## config.mk

```make
export PLATFORM = sky130hd
export DESIGN_NAME = quadrature_position_counter
export DESIGN_NICKNAME = d
export VERILOG_FILES = /design/src/common/position_counter_pkg.sv /design/src/design/glitch_filter.sv /design/src/design/quad_step_decode.sv /design/src/design/quadrature_position_counter.sv
export SDC_FILE = /design/constraint.sdc
export NUM_CORES = 1
export LEC_CHECK = 0
export BUFFER_PORTS_ARGS = -buffer_cell sky130_fd_sc_hd__clkbuf_2
export CAP_MARGIN = 20
export CELL_PAD_IN_SITES_DETAIL_PLACEMENT = 0
export CELL_PAD_IN_SITES_GLOBAL_PLACEMENT = 1
export CORE_ASPECT_RATIO = 0.9
export CORE_MARGIN = 2
export CORE_UTILIZATION = 40
export DETAILED_ROUTE_END_ITERATION = 7
export GPL_ROUTABILITY_DRIVEN = 0
export GPL_TIMING_DRIVEN = 0
export PLACE_DENSITY = 0.77
export SLEW_MARGIN = 20
export SYNTH_ARGS = -nofsm -noshare
export SYNTH_HDL_FRONTEND = slang
export SYNTH_SLANG_ARGS = --single-unit
```

## constraint.sdc

```tcl
create_clock -name clk -period 9 [get_ports clk]
set_input_delay 1.8 -clock clk [delete_from_list [all_inputs] [get_ports clk]]
set_output_delay 1.8 -clock clk [all_outputs]
set_load 0.02 [all_outputs]
```

## src/common/position_counter_pkg.sv

```systemverilog
// constants, field layout and carrier types for the quadrature position channel
// assumes a 10 MHz clock and a synchronous host register port
// How it works
// - any reset clears the whole setup register, leaving the channel disabled
// - setup register reads and writes work as 16-bit or single-byte transfers
// - ten channels exist, each a 16-bit count with its own setup register
// - mode field bits 2..0 equal to 001 selects quadrature counting
// - count up when A leads B, down when B leads A
// - single resolution: up on A rising while A leads, down on A falling
// - double resolution: step on both edges of A, direction from phase
// - quadruple resolution: step on every edge of A and of B
// - bits 5..4 choose A handling: off, single, double, quadruple
// - bit 6 enables channel B; zero disables it
// - counting starts only after a software trigger write to this channel's bit
// - index high in the selected phase loads the count from reload value
// - bit 3 sets output active level; undriven output rests high
// - live count register returns the counter at each read
// - interrupt on index or count match, only when bit 15 and type allow
// - pending interrupt stays until cleared by write or by clearing bit 15
// - interrupt re-raises at once after clear while its condition holds
// - bits 11..10: none, count match, index with reload, index without reload
// - bit 13 rejects A, B or index pulses of at most 2.5 us
package position_counter_pkg;
    localparam int CHAN_COUNT = 10;
    localparam int COUNT_W = 16;
    // register indices on the host port
    localparam logic [2:0] ADDR_SETUP = 3'h0;
    localparam logic [2:0] ADDR_PRESET_A = 3'h1;
    localparam logic [2:0] ADDR_RELOAD_B = 3'h2;
    localparam logic [2:0] ADDR_LIVE = 3'h3;
    localparam logic [2:0] ADDR_TRIGGER = 3'h4;
    localparam logic [2:0] ADDR_PENDING = 3'h5;
    // reset values and masks
    localparam logic [15:0] SETUP_RESET = 16'h0000;
    localparam logic [15:0] SETUP_WRITABLE = 16'hAFFF;
    localparam logic [15:0] PRESET_RESET = 16'h0000;
    localparam logic [15:0] COUNT_RESET = 16'h0000;
    // field codes
    localparam logic [2:0] MODE_QUAD = 3'h1;
    localparam logic [1:0] RES_OFF = 2'h0;
    localparam logic [1:0] RES_X1 = 2'h1;
    localparam logic [1:0] RES_X2 = 2'h2;
    localparam logic [1:0] RES_X4 = 2'h3;
    localparam logic [2:0] PH_A0B1 = 3'h1;
    localparam logic [2:0] PH_A1B0 = 3'h2;
    localparam logic [2:0] PH_A1B1 = 3'h3;
    localparam logic [2:0] PH_A0B0 = 3'h4;
    localparam logic [1:0] COND_NONE = 2'h0;
    localparam logic [1:0] COND_MATCH = 2'h1;
    localparam logic [1:0] COND_IDX_LOAD = 2'h2;
    localparam logic [1:0] COND_IDX = 2'h3;
    // timing
    localparam int CLK_PERIOD_NS = 100;
    localparam int DEB_TIME_NS = 2500;
    localparam int DEB_CYCLES = DEB_TIME_NS / CLK_PERIOD_NS;
    // setup register layout
    typedef struct packed {
        logic irq_en;
        logic rsv14;
        logic deb_en;
        logic rsv12;
        logic [1:0] cond;
        logic [2:0] phase;
        logic b_en;
        logic [1:0] res;
        logic pol;
        logic [2:0] mode;
    } setup_t;
    // one host access
    typedef struct packed {
        logic [2:0] addr;
        logic wr;
        logic rd;
        logic [1:0] be;
        logic [15:0] wdata;
    } host_req_t;
    typedef enum {CH_IDLE, CH_RUN} chan_state_t;
endpackage

```

## src/design/glitch_filter.sv

```systemverilog
// pulse reject filter for one encoder input
// assumes the input is synchronous to clk
`timescale 1ns/1ps
`default_nettype none
module glitch_filter
    import position_counter_pkg::*;
#(
    parameter int CYCLES = DEB_CYCLES
)
(
    // clock and reset
    input wire logic clk,
    input wire logic rst_n,
    // control and data
    input wire logic en,
    input wire logic raw,
    output logic filt
);
    localparam int CW = $clog2(CYCLES + 1);

    if (CYCLES < 1)
    begin : bad_cycles
        $error("filter length must be at least one cycle");
    end

    logic [CW-1:0] cnt;
    logic [CW-1:0] next_cnt;
    logic next_filt;

    // a change is taken once it has held longer than CYCLES samples
    always_comb
    begin
        next_cnt = '0;
        next_filt = filt;
        if (!en)
        begin
            next_filt = raw;
        end
        else if (raw != filt)
        begin
            if (cnt == CW'(CYCLES))
            begin
                next_filt = raw;
            end
            else
            begin
                next_cnt = cnt + 1'b1;
            end
        end
    end

    always_ff @(posedge clk)
    begin
        if (!rst_n)
        begin
            cnt <= '0;
            filt <= 1'b0;
        end
        else
        begin
            cnt <= next_cnt;
            filt <= next_filt;
        end
    end
endmodule
`default_nettype wire

```

## src/design/quad_step_decode.sv

```systemverilog
// turns A/B transitions into up and down steps
// assumes filtered inputs synchronous to clk
`timescale 1ns/1ps
`default_nettype none
module quad_step_decode
    import position_counter_pkg::*;
(
    // clock and reset
    input wire logic clk,
    input wire logic rst_n,
    // control
    input wire logic en,
    input wire logic [1:0] res,
    input wire logic b_en,
    // channels
    input wire logic a,
    input wire logic b,
    // steps
    output logic step_up,
    output logic step_dn
);
    logic prev_a;
    logic prev_b;
    logic cur_b;
    logic a_chg;
    logic b_chg;
    logic fwd;

    always_comb
    begin
        cur_b = b_en & b;
        a_chg = a != prev_a;
        b_chg = cur_b != prev_b;
        fwd = a ^ prev_b;
        step_up = 1'b0;
        step_dn = 1'b0;
        unique case (res)
            RES_OFF:
            begin
                step_up = 1'b0;
            end
            RES_X1:
            begin
                step_up = a_chg & !b_chg & a & fwd;
                step_dn = a_chg & !b_chg & !a & !fwd;
            end
            RES_X2:
            begin
                step_up = a_chg & !b_chg & fwd;
                step_dn = a_chg & !b_chg & !fwd;
            end
            RES_X4:
            begin
                step_up = (a_chg ^ b_chg) & fwd;
                step_dn = (a_chg ^ b_chg) & !fwd;
            end
        endcase
        step_up = step_up & en;
        step_dn = step_dn & en;
    end

    always_ff @(posedge clk)
    begin
        if (!rst_n)
        begin
            prev_a <= 1'b0;
            prev_b <= 1'b0;
        end
        else
        begin
            prev_a <= a;
            prev_b <= cur_b;
        end
    end
endmodule
`default_nettype wire

```

## src/design/quadrature_position_counter.sv

```systemverilog
// one counter/timer channel in quadrature position mode
// assumes host port and encoder inputs synchronous to clk; output pin has a pull-up
`timescale 1ns/1ps
`default_nettype none
module quadrature_position_counter
    import position_counter_pkg::*;
#(
    parameter int CHAN_INDEX = 0,
    parameter int NUM_CHANNELS = CHAN_COUNT
)
(
    // clock and reset
    input wire logic clk,
    input wire logic rst_n,
    // host register port
    input wire position_counter_pkg::host_req_t host_req,
    output logic [15:0] host_rdata,
    output logic host_rvalid,
    // encoder
    input wire logic encoder_in_a,
    input wire logic encoder_in_b,
    input wire logic index_in,
    // channel output and interrupt
    output logic chan_out,
    output logic chan_out_en,
    output logic irq_out
);
    import position_counter_pkg::*;

    if (NUM_CHANNELS != CHAN_COUNT || CHAN_INDEX < 0 || CHAN_INDEX >= NUM_CHANNELS || CHAN_INDEX > 15)
    begin : bad_index
        $error("channel index outside the ten channels");
    end

    localparam int LANE = CHAN_INDEX / 8;

    setup_t setup;
    setup_t next_setup;
    logic [15:0] preset_a;
    logic [15:0] next_preset_a;
    logic [15:0] reload_b;
    logic [15:0] next_reload_b;
    logic [15:0] count;
    logic [15:0] next_count;
    chan_state_t state;
    chan_state_t next_state;
    logic next_irq;
    logic next_out;
    logic next_out_en;
    logic [15:0] next_rdata;
    logic next_rvalid;
    logic a_f;
    logic b_f;
    logic idx_f;
    logic step_up;
    logic step_dn;
    logic running;
    logic trigger_hit;
    logic clear_hit;
    logic phase_match;
    logic index_true;
    logic reload;
    logic cond_true;
    logic full_word;

    // input filters
    glitch_filter #(.CYCLES(DEB_CYCLES)) filt_a (
        .clk(clk),
        .rst_n(rst_n),
        .en(setup.deb_en),
        .raw(encoder_in_a),
        .filt(a_f)
    );
    glitch_filter #(.CYCLES(DEB_CYCLES)) filt_b (
        .clk(clk),
        .rst_n(rst_n),
        .en(setup.deb_en),
        .raw(encoder_in_b),
        .filt(b_f)
    );
    glitch_filter #(.CYCLES(DEB_CYCLES)) filt_idx (
        .clk(clk),
        .rst_n(rst_n),
        .en(setup.deb_en),
        .raw(index_in),
        .filt(idx_f)
    );

    quad_step_decode decode (
        .clk(clk),
        .rst_n(rst_n),
        .en(running),
        .res(setup.res),
        .b_en(setup.b_en),
        .a(a_f),
        .b(b_f),
        .step_up(step_up),
        .step_dn(step_dn)
    );

    // host write decode and register file
    always_comb
    begin
        full_word = host_req.be == 2'h3;
        trigger_hit = host_req.wr && host_req.addr == ADDR_TRIGGER && host_req.be[LANE]
            && host_req.wdata[CHAN_INDEX];
        clear_hit = host_req.wr && host_req.addr == ADDR_PENDING && host_req.be[LANE]
            && host_req.wdata[CHAN_INDEX];
        next_setup = setup;
        next_preset_a = preset_a;
        next_reload_b = reload_b;
        if (host_req.wr && host_req.addr == ADDR_SETUP)
        begin
            if (host_req.be[0])
            begin
                next_setup[7:0] = host_req.wdata[7:0];
            end
            if (host_req.be[1])
            begin
                next_setup[15:8] = host_req.wdata[15:8] & SETUP_WRITABLE[15:8];
            end
        end
        if (host_req.wr && full_word && host_req.addr == ADDR_PRESET_A)
        begin
            next_preset_a = host_req.wdata;
        end
        if (host_req.wr && full_word && host_req.addr == ADDR_RELOAD_B)
        begin
            next_reload_b = host_req.wdata;
        end
    end

    // read path
    always_comb
    begin
        next_rdata = 16'h0000;
        next_rvalid = host_req.rd;
        if (host_req.rd)
        begin
            unique case (host_req.addr)
                ADDR_SETUP: next_rdata = setup;
                ADDR_PRESET_A: next_rdata = preset_a;
                ADDR_RELOAD_B: next_rdata = reload_b;
                ADDR_LIVE: next_rdata = count;
                ADDR_PENDING: next_rdata = 16'(irq_out) << CHAN_INDEX;
                default: next_rdata = 16'h0000;
            endcase
        end
    end

    // start and stop
    always_comb
    begin
        next_state = state;
        unique case (state)
            CH_IDLE:
            begin
                if (trigger_hit && setup.mode == MODE_QUAD)
                begin
                    next_state = CH_RUN;
                end
            end
            CH_RUN:
            begin
                if (setup.mode != MODE_QUAD)
                begin
                    next_state = CH_IDLE;
                end
            end
        endcase
    end

    // index, counting, interrupt and output
    always_comb
    begin
        running = state == CH_RUN;
        unique case (setup.phase)
            PH_A0B1: phase_match = !a_f && b_f;
            PH_A1B0: phase_match = a_f && !b_f;
            PH_A1B1: phase_match = a_f && b_f;
            PH_A0B0: phase_match = !a_f && !b_f;
            default: phase_match = 1'b0;
        endcase
        index_true = idx_f && phase_match;
        reload = running && setup.cond == COND_IDX_LOAD && index_true;
        unique case (setup.cond)
            COND_NONE: cond_true = 1'b0;
            COND_MATCH: cond_true = count == preset_a;
            COND_IDX_LOAD: cond_true = index_true;
            COND_IDX: cond_true = index_true;
        endcase
        cond_true = cond_true && running;
        next_count = count;
        if (reload)
        begin
            next_count = reload_b;
        end
        else if (step_up)
        begin
            next_count = count + 16'h0001;
        end
        else if (step_dn)
        begin
            next_count = count - 16'h0001;
        end
        // set wins over clear while the condition still holds
        next_irq = (setup.irq_en && cond_true) || (irq_out && !clear_hit && setup.irq_en);
        next_out_en = cond_true;
        next_out = cond_true ? setup.pol : 1'b1;
    end

    always_ff @(posedge clk)
    begin
        if (!rst_n)
        begin
            setup <= setup_t'(SETUP_RESET);
            preset_a <= PRESET_RESET;
            reload_b <= PRESET_RESET;
            count <= COUNT_RESET;
            state <= CH_IDLE;
            irq_out <= 1'b0;
            chan_out <= 1'b1;
            chan_out_en <= 1'b0;
            host_rdata <= 16'h0000;
            host_rvalid <= 1'b0;
        end
        else
        begin
            setup <= next_setup;
            preset_a <= next_preset_a;
            reload_b <= next_reload_b;
            count <= next_count;
            state <= next_state;
            irq_out <= next_irq;
            chan_out <= next_out;
            chan_out_en <= next_out_en;
            host_rdata <= next_rdata;
            host_rvalid <= next_rvalid;
        end
    end
endmodule
`default_nettype wire

```

Word level (Yosys, flattened, before mapping)
Cells that the tools add are included.
- equal/unequal tests: 37
- bitwise gates (word level): 19
- reductions and logical operators: 45
- $add $sub $neg: 5
- muxes and demuxes: 20
- operators by type and width (kind ; count):
    16-bit case mux with 5 select lines ; 1
    32-bit two-way mux ; 2
    32-bit case mux with 2 select lines ; 1
    16-bit two-way mux ; 3
    32-bit by 1-bit equality test with 1-bit output (second input constant) ; 1
    32-bit by 2-bit equality test with 1-bit output (second input constant) ; 1
    32-bit zero test ; 1
    1-bit logical AND ; 22
    16-bit by 1-bit adder with 16-bit output (second input constant) ; 1
    16-bit equality test ; 1
    2-bit AND reduction ; 8
    16-bit by 1-bit subtractor with 16-bit output (second input constant) ; 1
    5-bit by 1-bit adder with 5-bit output (second input constant) ; 3
    5-bit equality test (second input constant) ; 3
    1-bit AND ; 12
    3-bit by 2-bit equality test with 1-bit output (second input constant) ; 4
    2-bit by 1-bit inequality test with 1-bit output (second input constant) ; 6
    4-bit OR reduction ; 3
    2-bit equality test (second input constant) ; 5
    3-bit by 1-bit equality test with 1-bit output (second input constant) ; 3
    3-bit equality test (second input constant) ; 3
    1-bit two-way mux ; 9
    1-bit case mux with 4 select lines ; 2
    1-bit case mux with 3 select lines ; 2
    12 further kinds ; 28
- input bits: 28
- output and inout bits: 20
- logic and storage cells: 152
- bits in registers: 134

Depth between registers and ports, before layout
Gate-level depths: netlist (run 1).
- depth in word-level cells: 11
- depth in mapped cells: 15
- mapped depth without buffers: 14

Hierarchy
A second synthesis (run 1) with hierarchy kept.
- cell total of the unflattened synthesis: 639
- area total of the unflattened synthesis: 5353.9 µm²
- by module, submodules not included (module ; instances ; cells an instance ; sequential area each (µm²) ; area each (µm²)):
    quadrature_position_counter ; 1 ; 548 ; 1661.6 ; 4400.5
    glitch_filter ; 3 ; 25 ; 120.1 ; 267.8
    quad_step_decode ; 1 ; 16 ; 40.0 ; 150.1

Least setup slack after synthesis (run 1)
Ideal clock, no wire load.
- path type: reg2reg
- start point: register filt_b.filt
- end point: register count[12]
- library setup time: 0.123 ns
- clock period less this slack: 3.234 ns
- path slack: 5.766 ns
- path buffers: 0
- required time: 8.877 ns
- arrival: 3.111 ns
- stages on the path, launching flop included: 15
- cell sequence: dfxtp_1 nand2_1 xor2_1 ha_1 nor4bb_1 a32oi_2 nor2_1 inv_1 ha_1 a21o_1 a31o_2 a21oi_1 o221ai_1 xnor2_1 o21ai_1
- cells in the longest elaborated chain, start to end: 10
- elaborated cells between the ends (all ways): 28
- classes of those cells: eq/ne: 1; mux: 5; bitwise: 13; reduce/logical: 9
- ends and longest elaborated chain (item ; RTL line ; source):
    start, declared ; glitch_filter.sv:17 ; output logic filt
    start signal, assigned ; glitch_filter.sv:62 ; filt <= next_filt;
    1-bit AND ; quad_step_decode.sv:31 ; cur_b = b_en & b;
    1-bit inequality test ; quad_step_decode.sv:33 ; b_chg = cur_b != prev_b;
    1-bit zero test ; -- ;
    1-bit AND ; -- ;
    1-bit AND (2 in series) ; quad_step_decode.sv:44 ; step_up = a_chg & !b_chg & a & fwd;
    1-bit case mux with 4 select lines ; quad_step_decode.sv:37 ; unique case (res)
    1-bit AND ; quad_step_decode.sv:58 ; step_up = step_up & en;
    16-bit two-way mux ; quadrature_position_counter.sv:198 ; else if (step_up)
    16-bit two-way mux ; quadrature_position_counter.sv:194 ; if (reload)
    end signal, assigned ; quadrature_position_counter.sv:232 ; count <= next_count;
    end, declared ; quadrature_position_counter.sv:43 ; logic [15:0] count;
Several ways; a longest one is shown, not always the timed one.
A chain may end at the register's enable or synchronous reset.

Worst setup path in the final report (run 1)
Same ends and word-level chain as after synthesis.

==> results.yml, run 1 <==
timing:
  hold_viol_final: 0
  min_period_over_period_pct: 46.5
  tightest_slew_ns: 0.773
  slew_headroom_pct: 48.1
  skew_ns: 0.00733
  worst_hold_slack_ns: 0.462
  rsz0062_at_grt: "false"
  fin_setup_tns_ns: 0
  setup_viol: 0
  max_freq_mhz: 239
  finalCriticalPeriod_ns: 4.18
  slew_viol_final: 0
route:
  viasPerCell: 5.23
  firstDrtPassIters: 4
  drt-met1-wl_mm: 6.76
  drt_iter0_drc: 241
  wirelength_mm: 14.3
  route.met3.wl_um: 516
  drc_errors: 0
  num_vias: 4379
  ant_nets: 0
  avgRoutedWirePerCell_um: 17.0
  dr.max_layer_used: "met4"
  met2_wirelength_mm: 6.80
cts:
  cts-resized-gates: 0
  cts_sinks: 103
  root_buffer: "clkbuf_16"
  numCtsBuffers: 9
  htreeDepth: 3
  cts-hold-fix-buffers: 0
  clock_insertion_delay_worst_skew_ns: 0.36
  max-clock-path-buffers: 2
  clk_pin_slew_worst_paths_ns: 0.07
  cts_tree: "built"
  post-cts-setup-buffer-count: 0
power:
  switching_share_pct: 24.1
  p_int_w: 0.000695
  ir_worst_vdd_v: 0.000105
  p_sw_w: 0.000221
  power_density_nw_per_um2: 149
  share_comb_of_total_power_pct: 5.4
  pwr-share-seq_pct: 50.4
  power_w: 0.000916
  clkPwrFrac_pct: 44.2
  cellLeakagePower_nw: 2.49
finish:
  area_growth_pct: 13.6
  drive_gt1_share_pct: 13.4
  layout_commonest_cell: "dfxtp_1"
  final_nets: 716
  fillers: 1329
  num_antenna_cells: 0
  final_cell_mix: "103 x dfxtp_1, 71 x nand2_1, 64 x nor2_1"
worst_setup_path:
  arrival_ns: 4.44
  path_max_fanout: 15
  cp-start-kind: "register"
  crit_path_start: "filt_b.filt"
  path_class: "reg -> reg"
  critPathCaptureType: "register"
  r2r-start: "filt_b.filt"
  crit_required_ns: 9.25
die:
  io_pins: 48
  fp.dieArea_um2: 14500
  start_util_pct: 40.7
  core_area_um2: 13300
  die_w_um: 127
  die_y_um: 114
  row_count: 40
grt:
  grt_antenna_before_repair: 0
  grt_max_degree: 19
  grt_pass1_wl_mm: 23.2
  first_global_vias: 4408
  grtUsageTotal_pct: 20.7
  grt-ovfl-total: 0
yosys:
  synth_edf_count: 0
  synthMuxAreaShare_pct: 9.33
  ys_types: 63
  synth_seq_cells: 103
  synth_compound_area_share_pct: 15.0
  synth.avg_cell_area_um2: 8.88
  synth_xor_area_share_pct: 7.60
  synth_ff_type: "dfxtp_1"
  synth_top_family_by_area: "simple AND/OR/NAND/NOR gates"
  syn_area_um2: 5420
  yosys.area_share.simple_pct: 20.6
  synth-adder-area-share_pct: 5.45
  seq_area_frac_synth_pct: 38.1
  synthArstFlopShare_pct: 0
  yosysWarnings: 0
  syn-num-nets: 661
  netlist_instances: 610
placement:
  io_buffers: 44
  dp_hpwl_mm: 11.3
hold_path:
  worstHoldPathType: "reg -> reg"
  min-delay-start: "setup[1]"
outcome:
  status: "finished clean"
job:
  maxCapViolCount: 0
==> worst paths after layout <==
kind | endpoint | slack (ns) | cells after the start
worst max-delay path | count[12] | 4.82 | 14
worst min register to register | state[0] | 0.46 | 1
worst min-delay path | state[0] | 0.46 | 1
worst max register to register | count[12] | 4.82 | 14
==> logic make-up after synthesis <==
| family | Yosys count |
|---|---|
| AO/OA/AOI/OAI | 117 |
| XOR/XNOR | 47 |
| adder cells (fa/ha/maj) | 23 |
| buffers and inverters | 47 |
| flip-flops | 103 |
| multiplexers | 49 |
| AND/OR/NAND/NOR | 224 |
==> registers in the layout (all words and copies together) (netlist names), 5 cells and up <==
register and cells:
host_rdata 16, preset_a 16, setup 14, reload_b 16, count 16, filt_idx.cnt 5, filt_a.cnt 5, filt_b.cnt 5
==> cells in the mapped netlist, types with 3 or more instances <==
master	count	area share [%]
a21boi_0	9	1.2
a21boi_1	9	1.2
a21o_1	8	1.1
a21oi_1	35	3.2
a31oi_1	8	0.92
a41oi_1	3	0.48
and2_1	4	0.46
and3_1	3	0.35
buf_1	4	0.28
buf_2	7	0.65
buf_6	3	0.62
clkbuf_1	16	1.1
dfxtp_1	103	38
ha_1	22	5.1
inv_1	14	0.97
mux2i_1	46	8.5
nand2_1	71	4.9
nand3_1	13	1.2
nand4_1	8	0.92
nand4b_1	3	0.48
nor2_1	64	4.4
nor2b_1	30	3.5
nor3_1	7	0.65
nor4_1	3	0.35
o211a_1	6	1.1
o211ai_1	7	0.97
o21ai_0	6	0.55
o21ai_1	9	0.83
xnor2_1	22	3.6
xor2_1	25	4.0
==> power groups by stage <==
stage | logic (W) | clock network, W | registers (W)
global placement | 0.0000491 | 0 | 0.000472
CTS | 0.0000498 | 0.000413 | 0.000461
finish | 0.0000496 | 0.000405 | 0.000461
global route | 0.0000542 | 0.000428 | 0.000462
floorplan | 0.0000291 | 0 | 0.000472
detailed placement | 0.0000496 | 0 | 0.000472
==> metal layers <==
metal / up-vias / global-route usage (%)
li1: 2225 / -
met1: 2078 / 27.1
met2: 62 / 35.1
met3: 14 / 3.93
met4: 0 / 6.30
met5: - / 0
==> through the flow <==
stage	setup slack, ns	instances	instance area, µm²	utilization (%)
after global routing	4.52	838	6150	46.2
after global placement	4.99	822	5850	43.9
after detailed placement	4.89	822	5850	43.9
after floorplan	5.77	610	5420	-
final	4.82	838	6150	46.2
after CTS	4.86	838	6150	46.2
==> critical path: stages, from the launching register on <==
cell	delay, ns
dfxtp_1	0.49
nand2_1	0.12
xor2_1	0.14
ha_1	0.17
nor4bb_1	0.37
a32oi_2	0.19
nor2_1	0.42
inv_1	0.41
ha_1	0.47
a21o_1	0.22
a31o_2	0.24
a21oi_1	0.34
o221ai_1	0.22
xnor2_1	0.21
o21ai_1	0.07
==> final cells by class <==
type                            count  area (µm²)  area share [%]
Buffer                             32         159            2.58
Tap cell                          168         210            3.42
Timing Repair Buffer               44         220            3.58
Clock inverter                      7        80.1            1.30
Inverter                           15        56.3           0.915
Multi-Input combinational cell    460        3140            51.0
Clock buffer                        9         225            3.66
Sequential cell                   103        2060            33.5
(Power assumes the default switching activity.)
==> inputs of run 2 (changes only) <==
--- a/config.mk
+++ b/config.mk
@@ -15,7 +15,7 @@
 export DETAILED_ROUTE_END_ITERATION = 7
 export GPL_ROUTABILITY_DRIVEN = 0
 export GPL_TIMING_DRIVEN = 0
-export PLACE_DENSITY = 0.77
+export PLACE_DENSITY = 0.8
 export SLEW_MARGIN = 20
 export SYNTH_ARGS = -nofsm -noshare
 export SYNTH_HDL_FRONTEND = slang
==> constraint.sdc (replaced) <==
create_clock -name clk -period 3.5 [get_ports clk]
set_input_delay 0.7 -clock clk [delete_from_list [all_inputs] [get_ports clk]]
set_output_delay 0.7 -clock clk [all_outputs]
set_load 0.02 [all_outputs]
==> results.yml, run 2 (same netlist as run 1, synthesis figures left out) <==
timing:
  finalCriticalPeriod_ns: 3.31
  max_freq_mhz: 302
  slew_viol_final: 0
  skew_ns: 0.00556
  hold_viol_final: 0
  setup_viol: 0
  min_period_over_period_pct: 94.6
  slew_headroom_pct: 49.6
  fin_ws_ns: 0.188
  rsz0062_at_grt: "false"
  tightest_slew_ns: 0.751
finish:
  final_util_pct: 46.9
  final_nets: 718
  num_antenna_cells: 0
  fin_area_um2: 6240
  fillers: 1325
  drive_gt1_share_pct: 14.5
  layout_commonest_cell: "dfxtp_1"
  final_cell_mix: "102 x dfxtp_1, 71 x nand2_1, 63 x nor2_1"
  area_growth_pct: 15.2
  fin_cells: 839
power:
  share_comb_of_total_power_pct: 5.5
  p_sw_w: 0.000521
  p_int_w: 0.00185
  switching_share_pct: 22.0
  cellLeakagePower_nw: 2.52
  ir_worst_vdd_v: 0.000236
  pwr-share-seq_pct: 50.0
  power_density_nw_per_um2: 380
  clkPwrFrac_pct: 44.5
die:
  core_area_um2: 13300
  die_w_um: 127
  fp.dieArea_um2: 14500
  row_count: 40
  die_y_um: 114
  start_util_pct: 40.7
  io_pins: 48
route:
  num_vias: 4380
  wirelength_mm: 14.3
  drc_errors: 0
  viasPerCell: 5.22
  drt_iter0_drc: 216
  ant_nets: 0
  firstDrtPassIters: 4
  avgRoutedWirePerCell_um: 17.0
cts:
  cts_sinks: 103
  max-clock-path-buffers: 2
  clock_insertion_delay_worst_skew_ns: 0.36
  root_buffer: "clkbuf_16"
  htreeDepth: 3
  cts-hold-fix-buffers: 0
  numCtsBuffers: 9
  clk_pin_slew_worst_paths_ns: 0.07
  cts_tree: "built"
placement:
  placed_cells: 822
  dp_worst_setup_slack_ns: -0.523
  dp_hpwl_mm: 11.2
  dpl_cell_area_um2: 5850
  io_buffers: 44
worst_setup_path:
  path_max_fanout: 8
  critPathCaptureType: "register"
  crit_buf_inv: 2
  crit_required_ns: 3.74
  cp_cell_sequence: "clkbuf_4, xor2_1, ha_1, or2_1, a32oi_4, nor2_4, buf_4, fa_1, nand2b_1, a21oi_1, a21oi_2, o31ai_1, xnor2_1, o21ai_1"
  crit_family: "compound AO/OA/AOI/OAI gates"
  path_class: "reg -> reg"
  crit_slowest_cell: "fa_1"
  cp-start-kind: "register"
  max_stage_delay_ns: 0.40
  arrival_ns: 3.55
grt:
  grtUsageTotal_pct: 20.4
  grt-ovfl-total: 0
  grt_pass1_wl_mm: 22.8
  grt_max_degree: 16
  first_global_vias: 4282
  grt_antenna_before_repair: 0
outcome:
  status: "finished clean"
job:
  maxCapViolCount: 0
hold_path:
  worstHoldPathType: "reg -> reg"
==> run 2: final cells by class <==
cell class	count	area, µm²	area share (%)
sequential	103	2060	33.1
clock buffer	12	236	3.79
inverter	15	58.8	0.942
timing repair buffer	46	235	3.77
clock inverter	3	68.8	1.10
multi-input combinational	460	3210	51.4
tap	168	210	3.37
buffer	32	161	2.59
==> run 2: through the flow <==
| step | setup TNS, ns | hold WS (ns) | power [W] |
|---|---|---|---|
| 2_1_floorplan | 0 | 0.418 | 0.00129 |
| 3_3_place_gp | -3.43 | 0.438 | 0.00134 |
| 3_5_place_dp | -3.72 | 0.456 | 0.00134 |
| 4_1_cts | 0 | 0.469 | 0.00240 |
| 5_1_grt | 0 | 0.490 | 0.00245 |
| 6_report | 0 | 0.468 | 0.00237 |
==> run 2: path summary, 6_finish.rpt <==
kind                             startpoint        end  slack [ns]  cells after the start
worst min register to register     setup[2]   state[0]        0.47                      1
worst max-delay path            filt_a.filt  count[14]        0.19                     14
worst min-delay path               setup[2]   state[0]        0.47                      1
worst max register to register  filt_a.filt  count[14]        0.19                     14
==> run 2: power by group through the flow <==
stage	combinational, W	clock [W]	sequential, W
2_1_floorplan	0.0000749	0	0.00121
3_3_place_gp	0.000126	0	0.00121
3_5_place_dp	0.000127	0	0.00121
4_1_cts	0.000128	0.00108	0.00119
5_1_grt	0.000140	0.00112	0.00119
6_report	0.000130	0.00106	0.00119
==> run 2: what timing repair did <==
item                                    4_1_cts  5_1_grt
endpoints found under the setup margin       11        9
pin swaps                                     1        4
setup buffers                                 0        2
resized for setup                             8        8
==> run 2: per-layer routing <==
| metal | vias to the layer above | GRT usage [%] | wire length, µm |
|---|---|---|---|
| met5 | - | 0 | 0 |
| met4 | 0 | 5.57 | 195 |
| met2 | 76 | 34.8 | 6820 |
| met3 | 18 | 4.67 | 612 |
| li1 | 2227 | - | - |
| met1 | 2059 | 26.2 | 6660 |
